<file path="config.mk">
export PLATFORM = sky130hd
export DESIGN_NAME = stt_system_tick
export DESIGN_NICKNAME = d
export VERILOG_FILES = /design/src/hdl/stt_pkg.sv /design/src/hdl/stt_system_tick.sv
export VERILOG_INCLUDE_DIRS = /design/src /design/src/hdl
export SDC_FILE = /design/constraint.sdc
export NUM_CORES = 1
export LEC_CHECK = 0
export BUFFER_PORTS_ARGS = -buffer_cell sky130_fd_sc_hd__buf_4
export CORE_MARGIN = 5
export CORE_UTILIZATION = 58
export CTS_BUF_LIST = sky130_fd_sc_hd__clkbuf_4 sky130_fd_sc_hd__clkbuf_8
export CTS_CLUSTER_SIZE = 12
export DETAILED_ROUTE_END_ITERATION = 8
export PLACE_DENSITY = 0.93
export SLEW_MARGIN = 20
export SYNTH_ARGS = -nofsm -noshare
export SYNTH_HDL_FRONTEND = slang
export SYNTH_SLANG_ARGS = --single-unit
export TNS_END_PERCENT = 100
</file>
<file path="constraint.sdc">
create_clock -name pclk -period 2.9 [get_ports pclk]
set_input_delay 0.58 -clock pclk [delete_from_list [all_inputs] [get_ports pclk]]
set_output_delay 0.58 -clock pclk [all_outputs]
set_load 0.02 [all_outputs]
</file>
<file path="src/hdl/stt_params.svh">
// constants of the system tick timer: offsets, fields, resets, timing
`ifndef STT_PARAMS_SVH
`define STT_PARAMS_SVH
`define STT_OFF_CTRL 12'h000
`define STT_OFF_RELOAD 12'h004
`define STT_OFF_CURRENT 12'h008
`define STT_OFF_CALIB 12'h00C
`define STT_BASE_ADDR 32'hE000E010
`define STT_BIT_ENABLE 0
`define STT_BIT_TICKEN 1
`define STT_BIT_CLKSEL 2
`define STT_BIT_WRAP 16
`define STT_BIT_NO_REFERENCE_CLOCK_FLAG 31
`define STT_BIT_INEXACT 30
`define STT_CTRL_RESET 3'h4
`define STT_CALIB_COUNT 24'h002328
`define STT_DIV_RATIO 3'h7
`endif

</file>
<file path="src/hdl/stt_pkg.sv">
// types of the system tick timer
package stt_pkg;
    typedef struct packed {
        logic [2:0] ctrl;
        logic wrap_seen;
        logic [23:0] reload;
        logic [23:0] count;
        logic [2:0] div;
        logic tick;
        logic [31:0] rdata;
    } stt_state_type;
endpackage

</file>
<file path="src/hdl/stt_system_tick.sv">
// system tick timer with apb register slave
`timescale 1ns/1ps
`default_nettype none
`include "stt_params.svh"
// What this block does
// - 24-bit down counter, reloads after zero
// - enable loads reload; wrap sets flag, tick
// - wrap flag clears when control is read
// - clock select: 0 divided by 8, 1 core
// - reload copied on enable and on zero
// - flag and tick only on 1 to 0
// - period equals reload plus one
// - current register reads the live count
// - current write clears count and flag
// - calibration bit 31 reads zero
// - calibration bit 30 reads one
// - calibration low bits fixed constant
// - counting stops with gated clock
// - four registers at fixed offsets
// - only privileged accesses reach registers
module stt_system_tick
(
    input wire logic pclk,
    input wire logic presetn,
    input wire logic psel,
    input wire logic penable,
    input wire logic pwrite,
    input wire logic [11:0] paddr,
    input wire logic [31:0] pwdata,
    input wire logic [2:0] pprot,
    output logic [31:0] prdata,
    output logic pready,
    output logic pslverr,
    input wire logic debug_halt,
    output logic tick_request
);

////////////////////////////////////////////////////////////////////////
stt_pkg::stt_state_type s_q;
stt_pkg::stt_state_type s_d;
logic halt_meta_q;
logic halt_sync_q;
logic access;
logic priv_ok;
logic wr;
logic rd;
logic step;
logic en;

function automatic logic hit(input logic [11:0] a, input logic [11:0] o);
    hit = (a[11:2] == o[11:2]);
endfunction

// debug halt comes from another domain, so it is synchronised first
always_ff @(posedge pclk or negedge presetn)
begin
    if (!presetn)
    begin
        halt_meta_q <= 1'b0;
        halt_sync_q <= 1'b0;
    end
    else
    begin
        halt_meta_q <= debug_halt;
        halt_sync_q <= halt_meta_q;
    end
end

////////////////////////////////////////////////////////////////////////
assign access = psel && penable;
assign priv_ok = pprot[0];
assign wr = access && pwrite && priv_ok;
assign rd = access && !pwrite && priv_ok;
assign en = s_q.ctrl[`STT_BIT_ENABLE];
// select core rate or one pulse in eight; halt freezes both
assign step = en && !halt_sync_q &&
    (s_q.ctrl[`STT_BIT_CLKSEL] || (s_q.div == `STT_DIV_RATIO));

always_comb
begin
    s_d = s_q;
    s_d.tick = 1'b0;
    s_d.div = s_q.div + 3'h1;
    if (!en)
    begin
        s_d.div = 3'h0;
    end
    // count runs down and reloads from zero
    if (step)
    begin
        if (s_q.count == 24'h000000)
        begin
            s_d.count = s_q.reload;
        end
        else
        begin
            s_d.count = s_q.count - 24'h000001;
            if (s_q.count == 24'h000001)
            begin
                // only a real 1 to 0 step fires
                s_d.wrap_seen = 1'b1;
                s_d.tick = s_q.ctrl[`STT_BIT_TICKEN];
            end
        end
    end
    // reading control clears the flag; a wrap in the same cycle wins
    if (rd && hit(paddr, `STT_OFF_CTRL) && !s_d.tick && !(step &&
        s_q.count == 24'h000001))
    begin
        s_d.wrap_seen = 1'b0;
    end
    if (wr)
    begin
        // reserved bits are dropped on write
        if (hit(paddr, `STT_OFF_CTRL))
        begin
            s_d.ctrl = pwdata[2:0];
            // enable rising loads reload at once
            if (pwdata[`STT_BIT_ENABLE] && !en)
            begin
                s_d.count = s_q.reload;
                s_d.div = 3'h0;
            end
        end
        else if (hit(paddr, `STT_OFF_RELOAD))
        begin
            s_d.reload = pwdata[23:0];
        end
        else if (hit(paddr, `STT_OFF_CURRENT))
        begin
            // any data clears count and flag
            s_d.count = 24'h000000;
            s_d.wrap_seen = 1'b0;
            s_d.tick = 1'b0;
        end
    end
    s_d.rdata = 32'h00000000;
    if (psel && !penable && !pwrite && pprot[0])
    begin
        if (hit(paddr, `STT_OFF_CTRL))
        begin
            s_d.rdata[`STT_BIT_WRAP] = s_q.wrap_seen;
            s_d.rdata[2:0] = s_q.ctrl;
        end
        else if (hit(paddr, `STT_OFF_RELOAD))
        begin
            s_d.rdata[23:0] = s_q.reload;
        end
        else if (hit(paddr, `STT_OFF_CURRENT))
        begin
            s_d.rdata[23:0] = s_d.count;
        end
        else if (hit(paddr, `STT_OFF_CALIB))
        begin
            // fixed calibration word
            s_d.rdata[`STT_BIT_NO_REFERENCE_CLOCK_FLAG] = 1'b0;
            s_d.rdata[`STT_BIT_INEXACT] = 1'b1;
            s_d.rdata[23:0] = `STT_CALIB_COUNT;
        end
    end
end

// pclk gated off means no edges, so the count simply holds
always_ff @(posedge pclk or negedge presetn)
begin
    if (!presetn)
    begin
        s_q <= '0;
        s_q.ctrl <= `STT_CTRL_RESET;
    end
    else
    begin
        s_q <= s_d;
    end
end

////////////////////////////////////////////////////////////////////////
assign prdata = s_q.rdata;
assign pready = 1'b1;
// unprivileged or unmapped accesses answer with an error
assign pslverr = access && (!priv_ok || paddr[11:4] != 8'h00);
assign tick_request = s_q.tick;
endmodule
`default_nettype wire

</file>
; ---- Word-level counts from Yosys, hierarchy flattened
; Index checks and enable logic that the tools add are counted.
[op_classes]
bitwise = 1
n_reduce_logical = 30
muxes = 36
n_addsub = 2
n_eq_ne = 5
[ops]
columns = operator, n
row1 = $mux 24, 9
row2 = $mux 53, 1
row3 = $mux 27, 1
row4 = $mux 25, 1
row5 = $eq 24x1->1 const B, 1
row6 = $logic_not 24->1, 1
row7 = $sub 24x1->24 const B, 1
row8 = $eq 10x2->1 const B, 2
row9 = $logic_and 1x1->1, 16
row10 = $mux 1, 14
row11 = $mux 14, 1
row12 = $mux 13, 1
row13 = $eq 10x1->1 const B, 1
row14 = $logic_not 10->1, 1
row15 = $mux 3, 3
row16 = $mux 2, 4
row17 = $reduce_bool 8->1, 1
row18 = $logic_not 1->1, 7
row19 = $mux 7, 1
row20 = $add 3x1->3 const B, 1
row21 = $eq 3x3->1 const B, 1
row22 = $reduce_and 3->1, 1
row23 = $logic_or 1x1->1, 2
row24 = $reduce_and 2->1, 1
row25 = $not 1->1, 1
[word_totals]
input_bits = 53
regBits = 84
output_inout_bits = 35
elab_cells = 83

; ---- Logic depth before layout (Yosys ltp)
; Gate-level depths: netlist of run 1.
[logic_depth]
ltp_word = 16
ltp_mapped = 10
mapped_depth_nobuf = 8

; ---- Worst setup path before layout of run 1
; No wires, ideal clock.
[synth_path]
path_type = input to register
from = input port paddr[11]
to = register s_q[61] in the netlist's numbering
path_stages = 6
setup_slack_ns = 0.352
arrival_time_ns = 2.423
path_buffers = 1
setup_time_ns = 0.125
required_time_ns = 2.775
path_cell_list = or4_1 nor3_2 nand2_1 nor2_2 buf_2 mux2_2
[synth_via]
elab_chain_cells = 3
word_cells_on_any_way = 4
cone_classes = eq/ne (1) / bitwise (1) / reduce/logical (2)
[synth_lines]
columns = element, line_no
row1 = from (decl), stt_system_tick.sv:28  ; input wire logic [11:0] paddr,
row2 = $logic_not 10->1, stt_system_tick.sv:51  ; hit = (a[11:2] == o[11:2]);
row3 = $not 1->1 (no source line), n/a
row4 = $reduce_and 3->1 (no source line) *, n/a
row5 = to (decl), stt_system_tick.sv:39  ; stt_pkg::stt_state_type s_q;
; Every way passes the cells marked *; elsewhere a longest branch is shown, timed or not.
; A chain may end at the register's enable or synchronous reset.

==> results of run 1 <==
## state kept, by name (all words and copies together) (netlist names)
register      cells
halt_sync_q       1
en                1
tick_request      1
s_q              54
prdata           25
halt_meta_q       1
## worst min path at each step
stage | startpoint | endpoint | slack (ns) | cells after the start
final | presetn | prdata[5] | 0.26 | 1
after global placement | halt_meta_q | halt_sync_q | 0.33 | 0
after global routing | debug_halt | halt_meta_q | 0.31 | 1
after CTS | debug_halt | halt_meta_q | 0.32 | 1
after detailed placement | halt_meta_q | halt_sync_q | 0.34 | 0
after floorplan | presetn | en | 0.28 | 0
## power by group
group | total, mW | switching (mW) | leakage (nW) | internal [mW]
Sequential | 1.16 | 0.00318 | 1.08 | 1.16
Combinational | 0.116 | 0.0679 | 1.40 | 0.0478
Clock | 0.946 | 0.436 | 0.109 | 0.510
Total | 2.22 | 0.507 | 2.59 | 1.72
## cells by family (layout without fill, tap and decap cells)
logic type,Yosys count,in the layout,share of synthesized area
xor gates and xnor gates,3,3,0.005582
buffers and inverters,69,126,0.08477
DFF,83,83,0.4414
muxes,27,27,0.06404
and+or+nand+nor,197,197,0.2224
adders and majority gates,5,5,0.01329
other,2,8,0.001595
AOI/OAI and AO/OA,116,116,0.1669
## area by class of cell
class                           instances  area (sq um)
Clock buffer                           10         137.6
Clock inverter                          5         85.08
Fill cell                             614          2287
Inverter                               11         41.29
Multi-Input combinational cell        356          2258
Sequential cell                        83          2078
Tap cell                              102         127.6
Timing Repair Buffer                  100         792.0
## cell usage in the layout, fill, tap and decap left out, types with 3 or more instances in the layout
cell and count:
mux2_2 25, a21oi_1 24, nor3_1 19, nor2_1 44
and4_1 4, conb_1 8, nand2_1 45, or2_2 4
buf_12 3, o21ai_1 4, a22o_1 3, inv_1 11
o31ai_1 8, a311oi_1 3, nor4b_1 3, nand3_1 15
o211ai_1 3, and2_1 7, a31oi_1 3, a211oi_1 5
a22oi_1 3, buf_4 96, or4_1 8, o2bb2ai_1 3
o22ai_1 3, nand4_1 9, dfrtp_1 82, or3_1 5
o21ai_0 29, ha_1 5, and3_1 7, nor4_1 14
clkbuf_8 10
## worst reg2reg max path, delay by kind of cell, from the launching register on
family / cells / cell delay, ns
AOI/OAI and AO/OA: 3 / 0.75
DFF: 1 / 0.44
and+or+nand+nor: 3 / 1.47
## layer usage
layer,wire [microns],GRT usage,part of all wire
met1,5306,0.3734,0.39
met2,6376,0.4300,0.47
met4,433,0.1171,0.032
met5,0,0,0
met3,1333,0.05976,0.099
## through the flow
stage | total power, mW | hold slack, ns | area [sq um] | setup WS [ns]
floorplan | 1.230 | 0.2844 | 4731 | 0.3520
global placement | 1.296 | 0.3337 | 5289 | 0.2342
detailed placement | 1.301 | 0.3371 | 5289 | 0.1746
CTS | 2.238 | 0.3159 | 5512 | 0.1349
global route | 2.297 | 0.3118 | 5520 | 0.04077
finish | 2.224 | 0.2640 | 5520 | 0.07834
==> impl_results.md, run 1 <==
* Setup Viol. Count Final at 0
* Worst Path Buf+Inv at 0
* H-tree depth at 3
* Share of cells above drive strength 1 at 0.2779
* Mean post-synth cell area at 9.379 sq um
* Vias in the first global route at approximately 4,300
* Die width at 100.1 microns
* CP delay by family, top: simple AND/OR/NAND/NOR gates
* HP Class: primary input to async pin
* Worst setup path end: prdata[12]
* Post-synth EDFFs at 0
* Max Root-Sink Buffers at 2
* Post_cts resized at 0
* VDD IR max at approximately 0.00022 V
* Req. time, crit path at 3.10 ns
* R2r setup slk at around 0.078 ns
* Synth area leaders: dfrtp_1 (44%), mux2_2 (6.0%), buf_4 (5.4%)
* Worst-path cell chain: or4_4 -> or4_1 -> nor3_4 -> o21ai_0 -> a22o_1 -> o21ai_0
* GRT Util Overall at 0.2757
* Cell Count, Final, Fillers Out at 667
* Drc violations at 0
* Global-route wire length before repair at 21.60 mm
* Antenna diodes at 0
* R2R Path Start: s_q[54]
* Max Slew Vio Count at 0
* Nets at 619
* Hpwl dp at 9.752 mm
* DIE HEIGHT at 100.1 microns
* Count of different cell masters after synthesis at 65
* Post-CTS Setup Repair Bufs at 0
* Worst Setup Path Type: register to register
* ANT nets after route at 0
* Final Cycle Share at 0.9730
* Synth warnings at 0
* Status: completed
* Synthesis-to-layout area growth at 17.25%
* CTS Sinks at just over 80
* Port bufs at 67
* Grt ovf at 0
* Top-count cell post-synth: dfrtp_1
* IO Count at 88
* Cell taking the most area after synthesis: dfrtp_1
* Clk pin slew, worst setup/hold paths at 0.08 ns
* Top cell type's share of synthesized area at 0.4358
* Crit end category: register
* CTS tree: yes
* Initial drt markers at ~460
* Setup_tns at 0 ns
* Core Util, Final at 0.7071
* Tmin final at ~2.8 ns
* Synth Flop Type: dfrtp_1
* Setup crit start kind: register
* Routed wire length per instance at 20.17 microns
* Largest net degree at the start of global routing at 84
* Crit path max fanout at 5
* Worst-Margin Slew at between 0.7 and 0.8 ns
* Post-synthesis cell area at ~4700 sq um
* Inst Count DP at 652
* Most frequent cell on the critical path: o21ai_0
* Final Hold Fails at 0
* Top cells by count, synth: dfrtp_1 (82), nand2_1 (45), nor2_1 (44)
* Reg2reg end: prdata[12]
* CP max stage cell: or4_1
* CP Depth at 6
* RSZ-0062 raised after global routing: false
* Worst skew pair latency at 0.37 ns
* Max Cap Viol at 0
* CP peak stage delay at 0.59 ns
* Origin of the worst setup path: s_q[54]
* Worst clock skew at a little over 0.008 ns
* Initial antenna violation count at 0
* Final WL at between 10 and 15 mm
* P_leak at 2.590 nW
* Num CTS Buffers at 9
* Slew HR at 0.5045
* Max Fclk at between 300 and 400 MHz
* Post-CTS Hold Buffers at 0
* Synth Instances at 502
* Root Driver: clkbuf_8
* Via density at 6.435
* Via Count at about 4,300
* #FFs+latches synth at between 80 and 90
* Die area at 10,020 sq um
* CP arrival at approximately 3.0 ns
* Initial core utilization at 0.6030
* RePlAce Congestion at 1.014
* FP Rows at 32
* Sequential share of the synthesized area at 0.4414
* Post-synthesis async set-or-reset flop share at 1.000
* Cells on worst reg2reg path at 6
* DR pass1 iterations at 6
* Pwr/cell area at 402.9 nW/um^2
* Core ar. at approximately 7800 sq um
Note: power is estimated with default switching activity, not from simulation.
==> inputs of run 2 (changes only) <==
--- a/config.mk
+++ b/config.mk
@@ -8,11 +8,11 @@
 export LEC_CHECK = 0
 export BUFFER_PORTS_ARGS = -buffer_cell sky130_fd_sc_hd__buf_4
 export CORE_MARGIN = 5
-export CORE_UTILIZATION = 58
+export CORE_UTILIZATION = 52
 export CTS_BUF_LIST = sky130_fd_sc_hd__clkbuf_4 sky130_fd_sc_hd__clkbuf_8
 export CTS_CLUSTER_SIZE = 12
 export DETAILED_ROUTE_END_ITERATION = 8
-export PLACE_DENSITY = 0.93
+export PLACE_DENSITY = 0.88
 export SLEW_MARGIN = 20
 export SYNTH_ARGS = -nofsm -noshare
 export SYNTH_HDL_FRONTEND = slang
==> constraint.sdc (replaced) <==
create_clock -name pclk -period 2.55 [get_ports pclk]
set_input_delay 0.51 -clock pclk [delete_from_list [all_inputs] [get_ports pclk]]
set_output_delay 0.51 -clock pclk [all_outputs]
set_load 0.02 [all_outputs]
==> run 2 against run 1 <==
Effect of this change: largest cell class unchanged; clock skew is 0.0017 ns lower; utilization is 5.5 points lower; non-clock buffer count is 27 higher; register-to-register slack hardly changed; first-iteration DRC count is 0.22% lower; sequential share of layout area is 1.3 points lower; die area is 10% higher; global-route usage is 2.2 points lower; final cell count is 4.9% higher; critical endpoint is now prdata[8]; via count is 2.7% higher.
==> impl_results.md, run 2 (synthesized netlist as in run 1, its figures left out) <==
* H-tree depth at 3 (unchanged)
* Crit end category: register
* Drc violations at 0 (unchanged)
* ANT nets after route at 0 (unchanged)
* Via density at 6.297 (-2.1%)
* Final Cycle Share at 0.9668 (-0.006156)
* FP Rows at 34 (+6.3%)
* Minimum hold slack at 0.2014 ns (-0.06261 ns)
* Core Util, Final at 0.6522 (-0.05485)
* Comb pwr share at 0.058 (+0.006)
* RePlAce Congestion at 0.9448 (-6.9%)
* Die area at 11,060 sq um (+10%)
* Clk pin slew, worst setup/hold paths at 0.08 ns (about the same)
* Pwr/cell area at 419.4 nW/um^2 (+4.1%)
* CTS tree: yes
* Worst-Margin Slew at 0.7216 ns (-0.02163 ns)
* Tmin final at 2.465 ns (-0.3562 ns)
* Slew HR at 0.5190 (+0.01442)
* Nets at 646 (+4.4%)
* Root Driver: clkbuf_8
* Final Instance Area at 5715 sq um (+3.5%)
* DR pass1 iterations at 6 (unchanged)
* CTS Sinks at 83 (unchanged)
* Reg power frac at 0.552 (+0.029)
* Clock power frac at 0.390 (-0.035)
* Share of cells above drive strength 1 at 0.3209 (+0.04307)
* Worst Setup Path Type: register to register
* Initial drt markers at 456 (-0.22%)
* Max Fclk at 405.6 MHz (+14%)
* Die width at 105.2 microns (+5.0%)
* Most frequent cells in the layout: buf_4 (123), dfrtp_1 (82), nand2_1 (44), nor2_1 (44), o21ai_0 (27)
* Setup_tns at 0 ns (unchanged)
* Sw power at 0.5791 mW (+14%)
* Num CTS Buffers at 9 (unchanged)
* Final Hold Fails at 0 (unchanged)
* Initial core utilization at 0.5373 (-0.06578)
* Via Count at 4,408 (+2.7%)
* Max Cap Viol at 0 (unchanged)
* Int Power at 1.818 mW (+5.9%)
* GRT Util Overall at 0.2533 (-0.02242)
* Worst skew pair latency at 0.36 ns (about the same)
* Core ar. at 8763 sq um (+12%)
* Final WL at 14.05 mm (+4.5%)
* Max Slew Vio Count at 0 (unchanged)
* Crit path max fanout at 6 (+1)
* VDD IR max at 0.0002953 V (+36%)
* Grt ovf at 0 (unchanged)
* Port bufs at 67 (unchanged)
* Largest net degree at the start of global routing at 56 (-33%)
* P_leak at 2.716 nW (+4.9%)
* DIE HEIGHT at 105.2 microns (+5.0%)
* Synthesis-to-layout area growth at 21.39%
* Max reg flops at 54 (unchanged)
* Hpwl dp at 10.19 mm (+4.5%)
* Vias in the first global route at 4,318 (+1.6%)
* Initial antenna violation count at 0 (unchanged)
* Post-CTS Hold Buffers at 0 (unchanged)
* Setup Viol. Count Final at 0 (unchanged)
* Worst clock skew at 0.006629 ns (-0.001667 ns)
* HP Class: primary input to async pin
* DP Area at 5479 sq um (+3.6%)
* IO Count at 88 (unchanged)
* Antenna diodes at 0 (unchanged)
* Inst Count DP at 684 (+4.9%)
* Switching share of total power at 0.2416 (+0.01364)
* CP arrival at 2.76 ns (-0.26 ns)
* Routed wire length per instance at 20.08 microns (-0.44%)
* Commonest non-fill, non-tap cell in the layout: buf_4
* RSZ-0062 raised after global routing: false
* Setup crit start kind: register
* Global-route wire length before repair at 22.38 mm (+3.6%)
* Register with the most flip-flops: s_q
* Max Root-Sink Buffers at 2 (unchanged)
* Cell Count, Final, Fillers Out at 700 (+4.9%)
* Status: completed
* Req. time, crit path at 2.84 ns (-0.26 ns)
-- run 2: changes by cell type in the layout (fill, tap and decap cells not counted), sizes merged --
cell | previous run | this run
bufinv | 2 | 1
buf | 100 | 127
inv | 13 | 11
clkinv | 0 | 4
clkbuf | 10 | 9
-- run 2: cell type report --
class / count / area [sq um]
Sequential cell: 83 / 2078
Multi-Input combinational cell: 356 / 2293
Clock inverter: 6 / 57.56
Timing Repair Buffer: 127 / 985.9
Tap cell: 108 / 135.1
Fill cell: 711 / 3048
Inverter: 11 / 41.29
Clock buffer: 9 / 123.9
-- run 2: power by group through the flow --
stage,Clock (mW),Combinational (mW),Sequential [mW]
final,0.936,0.140,1.32
after global routing,1.01,0.154,1.32
after CTS,0.942,0.140,1.32
after detailed placement,0,0.138,1.35
after global placement,0,0.134,1.35
after floorplan,0,0.0505,1.35
-- run 2: final timing paths --
kind                            slack, ns   startpoint     endpoint  depth (start not counted)
worst max-delay path                 0.08      s_q[54]    prdata[8]                          7
worst min-delay path                 0.20      presetn    prdata[0]                          1
worst max register to register       0.08      s_q[54]    prdata[8]                          7
worst min register to register       0.37  halt_meta_q  halt_sync_q                          0
max in group asynchronous            1.59      presetn      s_q[41]                          2
min in group pclk                    0.25   debug_halt  halt_meta_q                          1
-- run 2: per-stage QoR --
| stage | power (mW) | setup WS, ns |
|---|---|---|
| after detailed placement | 1.486 | 0.004741 |
| after floorplan | 1.398 | 0.07204 |
| after CTS | 2.404 | 0.06830 |
| after global placement | 1.482 | 0.02832 |
| final | 2.397 | 0.08458 |
| after global routing | 2.491 | 0.006776 |
-- run 2: critical path, cell delays in order (launching register included) --
cell and delay [ns]:
dfrtp_1 0.39, or4_4 0.55, or4_4 0.48, o41ai_4 0.31, buf_6 0.19, nor3_1 0.05, a211o_1 0.27, o21ai_1 0.15
-- run 2: layer usage --
layer  share of wire  GRT usage  up-vias
met1            0.40     0.3419     2099
met5               0          0        -
li1                -          -     1972
met2            0.47     0.4038      291
met4           0.030    0.09224        0
met3           0.097    0.05240       46
-- run 2: repair_timing --
item                                    in CTS  in global routing
gates cloned                                 0                  0
buffers inserted                             0                  1
pin swaps                                    0                  2
endpoints found under the hold margin        0                  0
endpoints found under the setup margin       5                 15
gates resized for setup                      1                 11
